File: config.mk
export PLATFORM = sky130hd
export DESIGN_NAME = gate_driver_fault_regs
export DESIGN_NICKNAME = d
export VERILOG_FILES = /design/src/verilog/frame_crc.v /design/src/verilog/gate_driver_fault_regs.v /design/src/verilog/pin_sync.v
export VERILOG_INCLUDE_DIRS = /design/src /design/src/verilog
export SDC_FILE = /design/constraint.sdc
export NUM_CORES = 1
export LEC_CHECK = 0
export BUFFER_PORTS_ARGS = -buffer_cell sky130_fd_sc_hd__buf_2
export CELL_PAD_IN_SITES_DETAIL_PLACEMENT = 0
export CELL_PAD_IN_SITES_GLOBAL_PLACEMENT = 1
export CORE_MARGIN = 3
export CORE_UTILIZATION = 35
export CTS_CLUSTER_DIAMETER = 100
export CTS_CLUSTER_SIZE = 12
export DETAILED_ROUTE_END_ITERATION = 16
export GPL_ROUTABILITY_DRIVEN = 0
export PLACE_DENSITY = 0.7
export SLEW_MARGIN = 10
export SYNTH_ARGS = -nofsm -noshare
export SYNTH_HDL_FRONTEND = slang
export SYNTH_SLANG_ARGS = --single-unit
File: constraint.sdc
create_clock -name clk -period 10.2 [get_ports clk]
set_clock_uncertainty 0.1 [all_clocks]
set_input_delay 2.04 -clock clk [delete_from_list [all_inputs] [get_ports clk]]
set_output_delay 2.04 -clock clk [all_outputs]
set_load 0.01 [all_outputs]
File: src/verilog/gate_fault_defines.vh
// Register map, field positions, reset values and frame constants
`ifndef GATE_FAULT_DEFINES_VH
`define GATE_FAULT_DEFINES_VH

// Frame layout
`define FRAME_BITS 24
`define FRAME_RW_BIT 23
`define FRAME_ADDR_HI 22
`define FRAME_ADDR_LO 18
`define FRAME_DATA_HI 17
`define FRAME_DATA_LO 8
`define FRAME_CRC_HI 7
`define CRC_POLY 8'h07
`define CRC_INIT 8'hff

// Register addresses
`define ADDR_STATUS_PRIMARY 5'h0a
`define ADDR_MASK_PRIMARY 5'h0b
`define ADDR_STATUS_SECONDARY 5'h0c
`define ADDR_MASK_SECONDARY 5'h0d
`define ADDR_PIN_LEVEL 5'h0e
`define ADDR_CONV_REQ 5'h10
`define ADDR_SELF_TEST 5'h11

// Reset values and writable bits
`define MASK_PRIMARY_RST 10'h338
`define MASK_PRIMARY_BITS 10'h3b8
`define MASK_SECONDARY_RST 10'h0ee
`define MASK_SECONDARY_BITS 10'h0ff

// Which latched faults stop switching
`define PRIMARY_STOP_BITS 10'h3a8
`define SECONDARY_STOP_BITS 10'h33f

// Secondary status positions
`define ST2_SELF_TEST 9
`define ST2_HOST_IF 6
`define ST2_REF_RANGE 1
`define ST2_NEG_RAIL 0
`define FAULT_MASK_SECONDARY_REF_RANGE 1
`define FAULT_MASK_SECONDARY_NEG_RAIL 0

// Synchroniser depth for pins
`define SYNC_STAGES 3

`endif

File: src/verilog/frame_crc.v
// Parallel CRC-8 over the 16 header and data bits of a frame
`timescale 1ns/1ps
`include "gate_fault_defines.vh"
`default_nettype none
module frame_crc #(
  parameter [7:0] POLY = `CRC_POLY,
  parameter [7:0] INIT = `CRC_INIT
) (
  input wire [15:0] payload,
  output reg [7:0] crc
);
  integer k;
  reg fb;
  always @* begin
    crc = INIT;
    fb = 1'b0;
    for (k = 15; k >= 0; k = k - 1) begin
      fb = crc[7] ^ payload[k];
      crc = {crc[6:0], 1'b0} ^ (fb ? POLY : 8'h00);
    end
  end
endmodule
`default_nettype wire

File: src/verilog/gate_driver_fault_regs.v
// Fault mask, status, pin level and request registers behind the SPI port
`timescale 1ns/1ps
`include "gate_fault_defines.vh"
`default_nettype none
module gate_driver_fault_regs (
  input wire clk,
  input wire rst,
  input wire sclk,
  input wire cs_n,
  input wire sdi,
  output reg sdo,
  output wire sdo_oe,
  input wire [9:0] primary_fault_event,
  input wire [9:0] secondary_fault_event,
  input wire clamp_enable,
  output wire pwm_enable,
  output wire gate_low_force,
  output wire miller_clamp_active,
  output reg fault_output_pin_n,
  input wire isolation_failsafe_pin,
  input wire pwm_in,
  input wire alternate_drive_input,
  input wire failsafe_state_pin,
  input wire failsafe_enable_pin,
  input wire gate_voltage_pin,
  output reg conversion_request,
  output reg [2:0] conversion_source_select,
  input wire conversion_done,
  input wire [9:0] conversion_result,
  output reg self_test_request,
  input wire self_test_done,
  input wire [9:0] self_test_vector
);
  localparam [4:0] LAST_BIT = 5'd23;

  // Synchronised pin levels
  wire [9:0] pin_raw;
  wire [9:0] pin_lvl;
  wire sclk_q;
  wire cs_n_q;
  wire sdi_q;
  wire [6:0] pins_q;

  reg sclk_d_r;
  reg cs_n_d_r;
  reg [23:0] shift_r;
  reg [4:0] bit_cnt_r;
  reg full_r;
  reg [4:0] last_addr_r;
  reg last_rw_r;

  reg [9:0] mask1_r;
  reg [9:0] mask2_r;
  reg [9:0] status1_r;
  reg [9:0] fault_status_secondary_r;
  reg [9:0] result_r;
  reg [9:0] vector_r;
  reg [6:0] pin_status_r;

  wire sclk_rise;
  wire sclk_fall;
  wire frame_start;
  wire frame_end;
  wire rx_rw;
  wire [4:0] rx_addr;
  wire [9:0] rx_data;
  wire [7:0] rx_crc_calc;
  wire rx_ok;
  wire frame_err;
  wire [9:0] emask1;
  wire [9:0] emask2;
  wire [9:0] set1;
  wire [9:0] set2;
  wire [9:0] resp_data;
  wire [7:0] tx_crc;
  wire clr1;
  wire clr2;
  wire stop;

  // Select enters inverted so the reset value is its idle level
  assign pin_raw = {sclk, ~cs_n, sdi, isolation_failsafe_pin, pwm_in,
                    alternate_drive_input, failsafe_state_pin,
                    failsafe_enable_pin, 1'b0, gate_voltage_pin};

  pin_sync #(
    .WIDTH(10)
  ) u_sync (
    .clk(clk),
    .rst(rst),
    .pin(pin_raw),
    .level(pin_lvl)
  );

  assign sclk_q = pin_lvl[9];
  assign cs_n_q = ~pin_lvl[8];
  assign sdi_q = pin_lvl[7];
  // The fault pin level is the one this block drives
  assign pins_q = {pin_lvl[6:2], fault_output_pin_n, pin_lvl[0]};

  always @(posedge clk or posedge rst) begin
    if (rst) begin
      sclk_d_r <= 1'b0;
      cs_n_d_r <= 1'b1;
    end else begin
      sclk_d_r <= sclk_q;
      cs_n_d_r <= cs_n_q;
    end
  end

  assign sclk_rise = sclk_q & ~sclk_d_r & ~cs_n_q;
  assign sclk_fall = ~sclk_q & sclk_d_r & ~cs_n_q;
  assign frame_start = ~cs_n_q & cs_n_d_r;
  assign frame_end = cs_n_q & ~cs_n_d_r;

  assign rx_rw = shift_r[`FRAME_RW_BIT];
  assign rx_addr = shift_r[`FRAME_ADDR_HI:`FRAME_ADDR_LO];
  assign rx_data = shift_r[`FRAME_DATA_HI:`FRAME_DATA_LO];

  frame_crc u_rx_crc (
    .payload(shift_r[23:8]),
    .crc(rx_crc_calc)
  );

  // whole frames, checked CRC
  // Daisy chains clock multiples of 24; the last 24 bits are ours
  assign rx_ok = full_r && (bit_cnt_r == 5'd0) &&
                 (rx_crc_calc == shift_r[`FRAME_CRC_HI:0]);
  assign frame_err = frame_end & ~rx_ok;

  // Response data for the previous command
  function [9:0] read_mux;
    input [4:0] a;
    begin
      if (a == `ADDR_STATUS_PRIMARY) begin
        read_mux = status1_r;
      end else if (a == `ADDR_MASK_PRIMARY) begin
        read_mux = mask1_r;
      end else if (a == `ADDR_STATUS_SECONDARY) begin
        read_mux = fault_status_secondary_r;
      end else if (a == `ADDR_MASK_SECONDARY) begin
        read_mux = mask2_r;
      end else if (a == `ADDR_PIN_LEVEL) begin
        read_mux = {3'b000, pin_status_r};
      end else if (a == `ADDR_CONV_REQ) begin
        // 10-bit code of 5 V / 1024
        read_mux = result_r;
      end else if (a == `ADDR_SELF_TEST) begin
        read_mux = vector_r;
      end else begin
        read_mux = 10'h000;
      end
    end
  endfunction

  assign resp_data = read_mux(last_addr_r);

  frame_crc u_tx_crc (
    .payload({last_rw_r, last_addr_r, resp_data}),
    .crc(tx_crc)
  );

  // MSB first shift, out on fall, in on rise
  always @(posedge clk or posedge rst) begin
    if (rst) begin
      shift_r <= 24'h000000;
      bit_cnt_r <= 5'd0;
      full_r <= 1'b0;
      sdo <= 1'b0;
    end else if (frame_start) begin
      shift_r <= {last_rw_r, last_addr_r, resp_data, tx_crc};
      bit_cnt_r <= 5'd0;
      full_r <= 1'b0;
      sdo <= last_rw_r;
    end else if (sclk_rise) begin
      shift_r <= {shift_r[22:0], sdi_q};
      if (bit_cnt_r == LAST_BIT) begin
        bit_cnt_r <= 5'd0;
        full_r <= 1'b1;
      end else begin
        bit_cnt_r <= bit_cnt_r + 5'd1;
      end
    end else if (sclk_fall) begin
      sdo <= shift_r[23];
    end
  end

  assign sdo_oe = ~cs_n_q;

  // Remember the command answered in the next frame
  always @(posedge clk or posedge rst) begin
    if (rst) begin
      last_addr_r <= 5'd0;
      last_rw_r <= 1'b0;
    end else if (frame_end && rx_ok) begin
      last_addr_r <= rx_addr;
      last_rw_r <= rx_rw;
    end
  end

  // Mask registers; reserved bits stay zero
  always @(posedge clk or posedge rst) begin
    if (rst) begin
      mask1_r <= `MASK_PRIMARY_RST;
      mask2_r <= `MASK_SECONDARY_RST;
    end else if (frame_end && rx_ok && rx_rw) begin
      if (rx_addr == `ADDR_MASK_PRIMARY) begin
        mask1_r <= rx_data & `MASK_PRIMARY_BITS;
      end else if (rx_addr == `ADDR_MASK_SECONDARY) begin
        mask2_r <= rx_data & `MASK_SECONDARY_BITS;
      end
    end
  end

  // masked faults never reach the latch
  assign emask1 = mask1_r & `MASK_PRIMARY_BITS;
  // rail faults gated by mask data bits 1 and 0
  // Self-test and logic supply faults have no mask
  assign emask2 = {2'b11, mask2_r[7:2],
                   mask2_r[`FAULT_MASK_SECONDARY_REF_RANGE], mask2_r[`FAULT_MASK_SECONDARY_NEG_RAIL]};

  // masked shutdown neither latches nor stops switching
  // warning latches when unmasked, never stops
  assign set1 = primary_fault_event & emask1;

  // frame errors feed the host interface bit
  // self-test failure sets its status bit
  assign set2 = (secondary_fault_event |
                 ({10{frame_err}} & (10'h001 << `ST2_HOST_IF)) |
                 ({10{self_test_done & (|self_test_vector)}} &
                  (10'h001 << `ST2_SELF_TEST))) & emask2;

  // Statuses clear once loaded into a response
  assign clr1 = frame_start && (last_addr_r == `ADDR_STATUS_PRIMARY);
  assign clr2 = frame_start && (last_addr_r == `ADDR_STATUS_SECONDARY);

  // Set wins over a read clear in the same cycle
  always @(posedge clk or posedge rst) begin
    if (rst) begin
      status1_r <= 10'h000;
      fault_status_secondary_r <= 10'h000;
    end else begin
      status1_r <= (clr1 ? 10'h000 : status1_r) | set1;
      fault_status_secondary_r <= (clr2 ? 10'h000 : fault_status_secondary_r) | set2;
    end
  end

  // gate voltage fault in stop set
  assign stop = |(status1_r & `PRIMARY_STOP_BITS) |
                |(fault_status_secondary_r & `SECONDARY_STOP_BITS);

  assign pwm_enable = ~stop;
  assign gate_low_force = stop;
  assign miller_clamp_active = stop & clamp_enable;

  // Fault pin low while any fault is latched
  always @(posedge clk or posedge rst) begin
    if (rst) begin
      fault_output_pin_n <= 1'b1;
    end else begin
      fault_output_pin_n <= ~(|set1 | |set2 |
                              |((clr1 ? 10'h000 : status1_r)) |
                              |((clr2 ? 10'h000 : fault_status_secondary_r)));
    end
  end

  always @(posedge clk or posedge rst) begin
    if (rst) begin
      pin_status_r <= 7'h00;
    end else begin
      pin_status_r <= pins_q;
    end
  end

  // requests are never gated by fault masks
  always @(posedge clk or posedge rst) begin
    if (rst) begin
      conversion_request <= 1'b0;
      conversion_source_select <= 3'd0;
    end else begin
      conversion_request <= 1'b0;
      if (frame_end && rx_ok && !rx_rw &&
          rx_addr == `ADDR_CONV_REQ) begin
        conversion_request <= 1'b1;
        conversion_source_select <= rx_data[2:0];
      end
    end
  end

  // temperature code kept even when masked
  always @(posedge clk or posedge rst) begin
    if (rst) begin
      result_r <= 10'h000;
    end else if (conversion_done) begin
      result_r <= conversion_result;
    end
  end

  // only the all-zero data command starts a test
  always @(posedge clk or posedge rst) begin
    if (rst) begin
      self_test_request <= 1'b0;
    end else begin
      self_test_request <= frame_end && rx_ok && !rx_rw &&
                           (rx_addr == `ADDR_SELF_TEST) &&
                           (rx_data == 10'h000);
    end
  end

  always @(posedge clk or posedge rst) begin
    if (rst) begin
      vector_r <= 10'h000;
    end else if (self_test_done) begin
      vector_r <= self_test_vector;
    end
  end
endmodule
`default_nettype wire

File: src/verilog/pin_sync.v
// Three-stage pin synchroniser with agreement filter
`timescale 1ns/1ps
`default_nettype none
module pin_sync #(
  parameter WIDTH = 1
) (
  input wire clk,
  input wire rst,
  input wire [WIDTH-1:0] pin,
  output reg [WIDTH-1:0] level
);
  reg [WIDTH-1:0] s1_r;
  reg [WIDTH-1:0] s2_r;
  reg [WIDTH-1:0] s3_r;
  genvar i;
  always @(posedge clk or posedge rst) begin
    if (rst) begin
      s1_r <= {WIDTH{1'b0}};
      s2_r <= {WIDTH{1'b0}};
      s3_r <= {WIDTH{1'b0}};
    end else begin
      s1_r <= pin;
      s2_r <= s1_r;
      s3_r <= s2_r;
    end
  end
  // Change counts only once stages two and three agree
  generate
    for (i = 0; i < WIDTH; i = i + 1) begin : g_bit
      always @(posedge clk or posedge rst) begin
        if (rst) begin
          level[i] <= 1'b0;
        end else if (s2_r[i] == s3_r[i]) begin
          level[i] <= s3_r[i];
        end
      end
    end
  endgenerate
endmodule
`default_nettype wire
* Word-level counts from Yosys, hierarchy flattened
Cells that the tools add are included.
** Cells by class
- Magnitude comparators :: 0
- $mul :: 0
- Divide/modulo/power cells :: 0
- Bitwise operators :: 90
- Equal/unequal tests :: 23
- Shift-type cells :: 0
- Add/sub/neg operators :: 1
- Multiplexer cells :: 53
- Reductions and logical operators :: 27
** Operators by type and width (number)
- bitwise XOR 8 bit :: 30
- 2-to-1 mux 3 bit :: 32
- 2-to-1 mux 10 bit :: 9
- OR reduction 10 bit :: 5
- 2-to-1 mux 24 bit :: 2
- equality test 5 x 4 -> 1 bit (second input constant) :: 7
- bitwise OR 10 bit :: 3
- bitwise XOR 1 bit :: 30
- equality test 5 bit (second input constant) :: 5
- bitwise AND 10 bit :: 2
- 2-to-1 mux 5 bit :: 3
- inverter 7 bit :: 2
- logical AND 1 bit :: 10
- logical NOT 10 bit :: 1
- bitwise OR 10 x 7 -> 10 bit :: 1
- bitwise AND 1 bit :: 9
- equality test 1 bit :: 9
- inverter 1 bit :: 9
- equality test 8 bit :: 1
- OR reduction 8 bit :: 1
- 2-to-1 mux 1 bit :: 7
- AND reduction 2 bit :: 3
- nonzero test 2 bit :: 3
- adder 5 x 1 -> 5 bit (second input constant) :: 1
- 6 further kinds :: 9
** Storage, ports and cells
- Bits in registers :: 142
- Bits in latches :: 0
- ROM bits :: 0
- Output and inout bits :: 11
- RAM bits :: 0
- Word-level logic and storage cells :: 225
- Bits of input ports :: 54
- Memories :: 0

* Longest topological paths before layout
- Depth after elaboration :: 59
- Mapped depth :: 13
- Gate-level depth less buffers :: 10

* Cells and area by module
From an unflattened synthesis, not the netlist that was laid out.
** Unflattened totals
- Cell total of the unflattened synthesis :: 563
- Area total of the unflattened synthesis :: 6891.6 um^2
** By module, submodules not included
- gate_driver_fault_regs :: area each 5036.1 um^2, times used 1, sequential area each 2668.8 um^2, cells each 450
- pin_sync :: area each 1117.3 um^2, times used 1, sequential area each 1001.0 um^2, cells each 51
- frame_crc :: area each 369.1 um^2, times used 2, sequential area each 0.0 um^2, cells each 31

* Worst setup path before layout
No wires, ideal clock.
- Kind :: input to output
- Start :: input port clamp_enable
- End :: output port miller_clamp_active
- Setup slack :: 5.823 ns
- Data arrival time :: 2.237 ns
- Data required time :: 8.060 ns
- Buffers on the path :: 0
- Stages :: 1
- Cells stage by stage :: nor2b_1
** Between the ends
- Cells in the longest elaborated chain, start to end :: 1
** Ends and longest elaborated chain
- start, declared :: line gate_driver_fault_regs.v:15 : input wire clamp_enable,
- bitwise AND 1 bit :: line gate_driver_fault_regs.v:253 : assign miller_clamp_active = stop & clamp_enable;
- end, declared :: line gate_driver_fault_regs.v:18 : output wire miller_clamp_active,
No other way between the ends.

* Worst setup path after layout
Ends and elaborated chain as after synthesis.

==> run_results.csv <==
group,metric,value,unit
worst_setup_path,crit_arrival,2.38,ns
yosys,synth_largest_area_cell,"dfrtp_1",
worst_setup_path,cpMostUsedCell,"buf_2",
cells_and_area,final_cell_mix,"129 x dfrtp_1, 60 x buf_2, 38 x nand2_1, 38 x o21ai_0",
global_route,grt_pass1_vias,5230,
yosys,synthFlopType,"dfrtp_1",
cells_and_area,fin_nets,739,
clock_network,cts_buffer_depth,2,
run_status,status,"completed",
hold_path,holdCritPathClass,"reg -> reg",
worst_setup_path,cpLargestDelayFamily,"buffers and inverters",
floorplanning,start_util,36.0,%
global_route,grt_use_met1,24.5,%
yosys,yosys_warnings,0,
timing,fin_crit,4.52,ns
clock_network,clock_latency,0.43,ns
timing,tightest_slew,0.914,ns
yosys,avgSynthCellArea,11.3,µm²
clock_network,cts-root-buf,"clkbuf_16",
worst_setup_path,critical_path_class,"in -> out",
clock_network,htree_levels,4,
cells_and_area,mostFrequentLayoutCell,"dfrtp_1",
power,pwr-share-comb,7.2,%
power,switching_share,24.8,%
power,p_total,1.28,mW
global_route,overflow,0,
power,p_int,965,µW
yosys,synth-seq-cells,142,
global_route,grt_use_met2,25.9,%
worst_setup_path,crit_chain,"buf_2 > nor2b_1 > buf_2",
yosys,synth.top_cell.area_share,45.5,%
clock_network,cts_buffers,17,
cells_and_area,synthToLayoutAreaGrowth,14.7,%
route,drc,0,
yosys,synth_area,7100,µm²
timing,slew_headroom,39.1,%
timing,fmax,221,MHz
clock_network,cts_resized,0,
floorplanning,dieArea,22000,µm²
cells_and_area,drive_above_1_share,21.1,%
clock_network,path_clk_slew,0.06,ns
timing,slew_violations,0,
yosys,ys_seq_area_share,50.3,%
floorplanning,die_h,148,µm
cells_and_area,antenna_cells,0,
route,totalWireLength,18.2,mm
global_route,grt_usage,17.1,%
global_route,busiest_layer,"met2",
power,p_leak,3.70,nW
route,drtIter0Drc,542,
timing,fin_crit_sh,44.3,%
floorplanning,coreArea,19700,µm²
route,wl_per_cell,19.2,µm
power,p_switching,319,µW
route,ant_nets,0,
yosys,synth_async_sr_flop_share,100,%
clock_network,clkSinkCount,142,
worst_setup_path,slowest_delay,0.13,ns
worst_setup_path,slowest_stage,"buf_2",
power,seqPwrFrac,48.2,%
yosys,synth-edff-count,0,
place,port_buffers,60,
timing,finalSetupTns,0,ns
place,dp_hpwl,13.0,mm
route,via_per_inst,5.46,
floorplanning,rows,51,
floorplanning,ios,65,
global_route,grt_pass1_wl,29.2,mm
worst_setup_path,crit_required,8.06,ns
timing,finalHoldViolations,0,
run,drv_cap,0,
yosys,synth_cell_type_count,64,
worst_setup_path,path_max_fanout,1,
yosys,syn_inst,626,
power,cellPowerDensity,158,nW/µm²
global_route,met3_usage,2.71,%
timing,finalSetupViolCount,0,
global_route,grt_max_degree,82,
global_route,antenna_found_initial,0,
timing,rsz0062_at_grt,"no",
clock_network,cts_tree,"done",
worst_setup_path,end_kind,"primary output",
floorplanning,die_w,148,µm
power,ir_worst_vdd,0.114,mV
route,drt_pre_antenna_iters,6,
route,via_count,5179,
worst_setup_path,start_kind,"input pin",
clock_network,postCtsSetupBuffers,0,
clock_network,postCtsHoldBufs,0,
yosys,synth_area_leaders,"dfrtp_1 45%, mux2_2 5.1%, dfstp_2 4.8%",
yosys,synthesis.nets,695,
worst_setup_path,cp_num_buf_inv,2,
power,clockPowerShare,44.7,%
==> metrics by stage <==
stage          util (%)  setup WS (ns)  area (µm²)  std cells  hold WS [ns]
6_report           41.3           5.68        8140        948         0.246
5_1_grt            41.3           5.67        8140        948         0.253
4_1_cts            41.3           5.68        8140        948         0.248
3_5_place_dp       38.5           5.68        7590        916         0.236
3_3_place_gp       38.5           5.67        7590        916         0.235
2_1_floorplan         -           4.27        7100        626         0.231
==> power groups by stage <==
| stage | sequential (mW) | combinational, mW | clock, mW |
|---|---|---|---|
| after global routing | 0.622 | 0.104 | 0.613 |
| after detailed placement | 0.628 | 0.0934 | 0 |
| after global placement | 0.627 | 0.0903 | 0 |
| after floorplan | 0.619 | 0.0664 | 0 |
| after CTS | 0.618 | 0.0940 | 0.588 |
| final | 0.618 | 0.0918 | 0.573 |
==> sequential cells by signal, indices dropped and copies added, names as in the netlist, 6 cells and up <==
register	count
fault_status_secondary_r	10
mask1_r	6
mask2_r	8
pin_status_r	7
result_r	10
shift_r	24
status1_r	10
u_sync.level	9
u_sync.s1_r	9
u_sync.s2_r	9
u_sync.s3_r	9
vector_r	10
==> area by class of cell <==
cell class	count	area [µm²]
clock buffers	21	460
clock inverters	11	85.1
fillers	1901	11600
inverters	30	118
multi-input cells	416	3250
flip-flops and latches	142	3570
well taps	265	332
repair buffers	63	323
==> path summary, 6_finish.rpt <==
path / startpoint / slack (ns) / to / cells past startpoint
min in group asynchronous: rst / 1.62 / u_sync.s1_r[6] / 2
worst min-delay path: u_sync.s1_r[6] / 0.25 / u_sync.s2_r[6] / 0
worst min register to register: u_sync.s1_r[6] / 0.25 / u_sync.s2_r[6] / 0
worst max register to register: last_addr_r[0] / 6.07 / shift_r[3] / 10
worst max-delay path: clamp_enable / 5.68 / miller_clamp_active / 3
max in group asynchronous: rst / 7.06 / pin_status_r[1] / 3
==> cell families (layout without fill, tap and decap cells) <==
family,Yosys count,in the layout,share of synthesized area (%)
buffers and inverters,68,125,3.97
AO/OA/AOI/OAI,157,157,15.6
flip-flops,142,142,50.3
multiplexers,39,39,6.17
XOR/XNOR,55,55,9.41
adder cells (fa/ha/maj),24,24,3.91
AND/OR/NAND/NOR,141,141,10.7
==> synth_stat cells, types with 9 or more instances <==
cell type	number
a21oi_1	29
a222oi_1	11
a22o_1	17
a22oi_1	13
clkbuf_1	29
dfrtp_1	129
dfstp_2	13
ha_1	15
inv_1	30
maj3_1	9
mux2_2	32
nand2_1	38
nand3_1	11
nor2_1	23
nor2b_1	14
o21ai_0	39
xnor2_1	32
xnor3_1	13
xor2_1	9
==> metal layers <==
layer,vias up,wire length (µm)
li1,2346,-
met1,2600,8120
met2,201,8380
met3,32,1220
met4,0,452
met5,-,0
(Power assumes the default switching activity.)
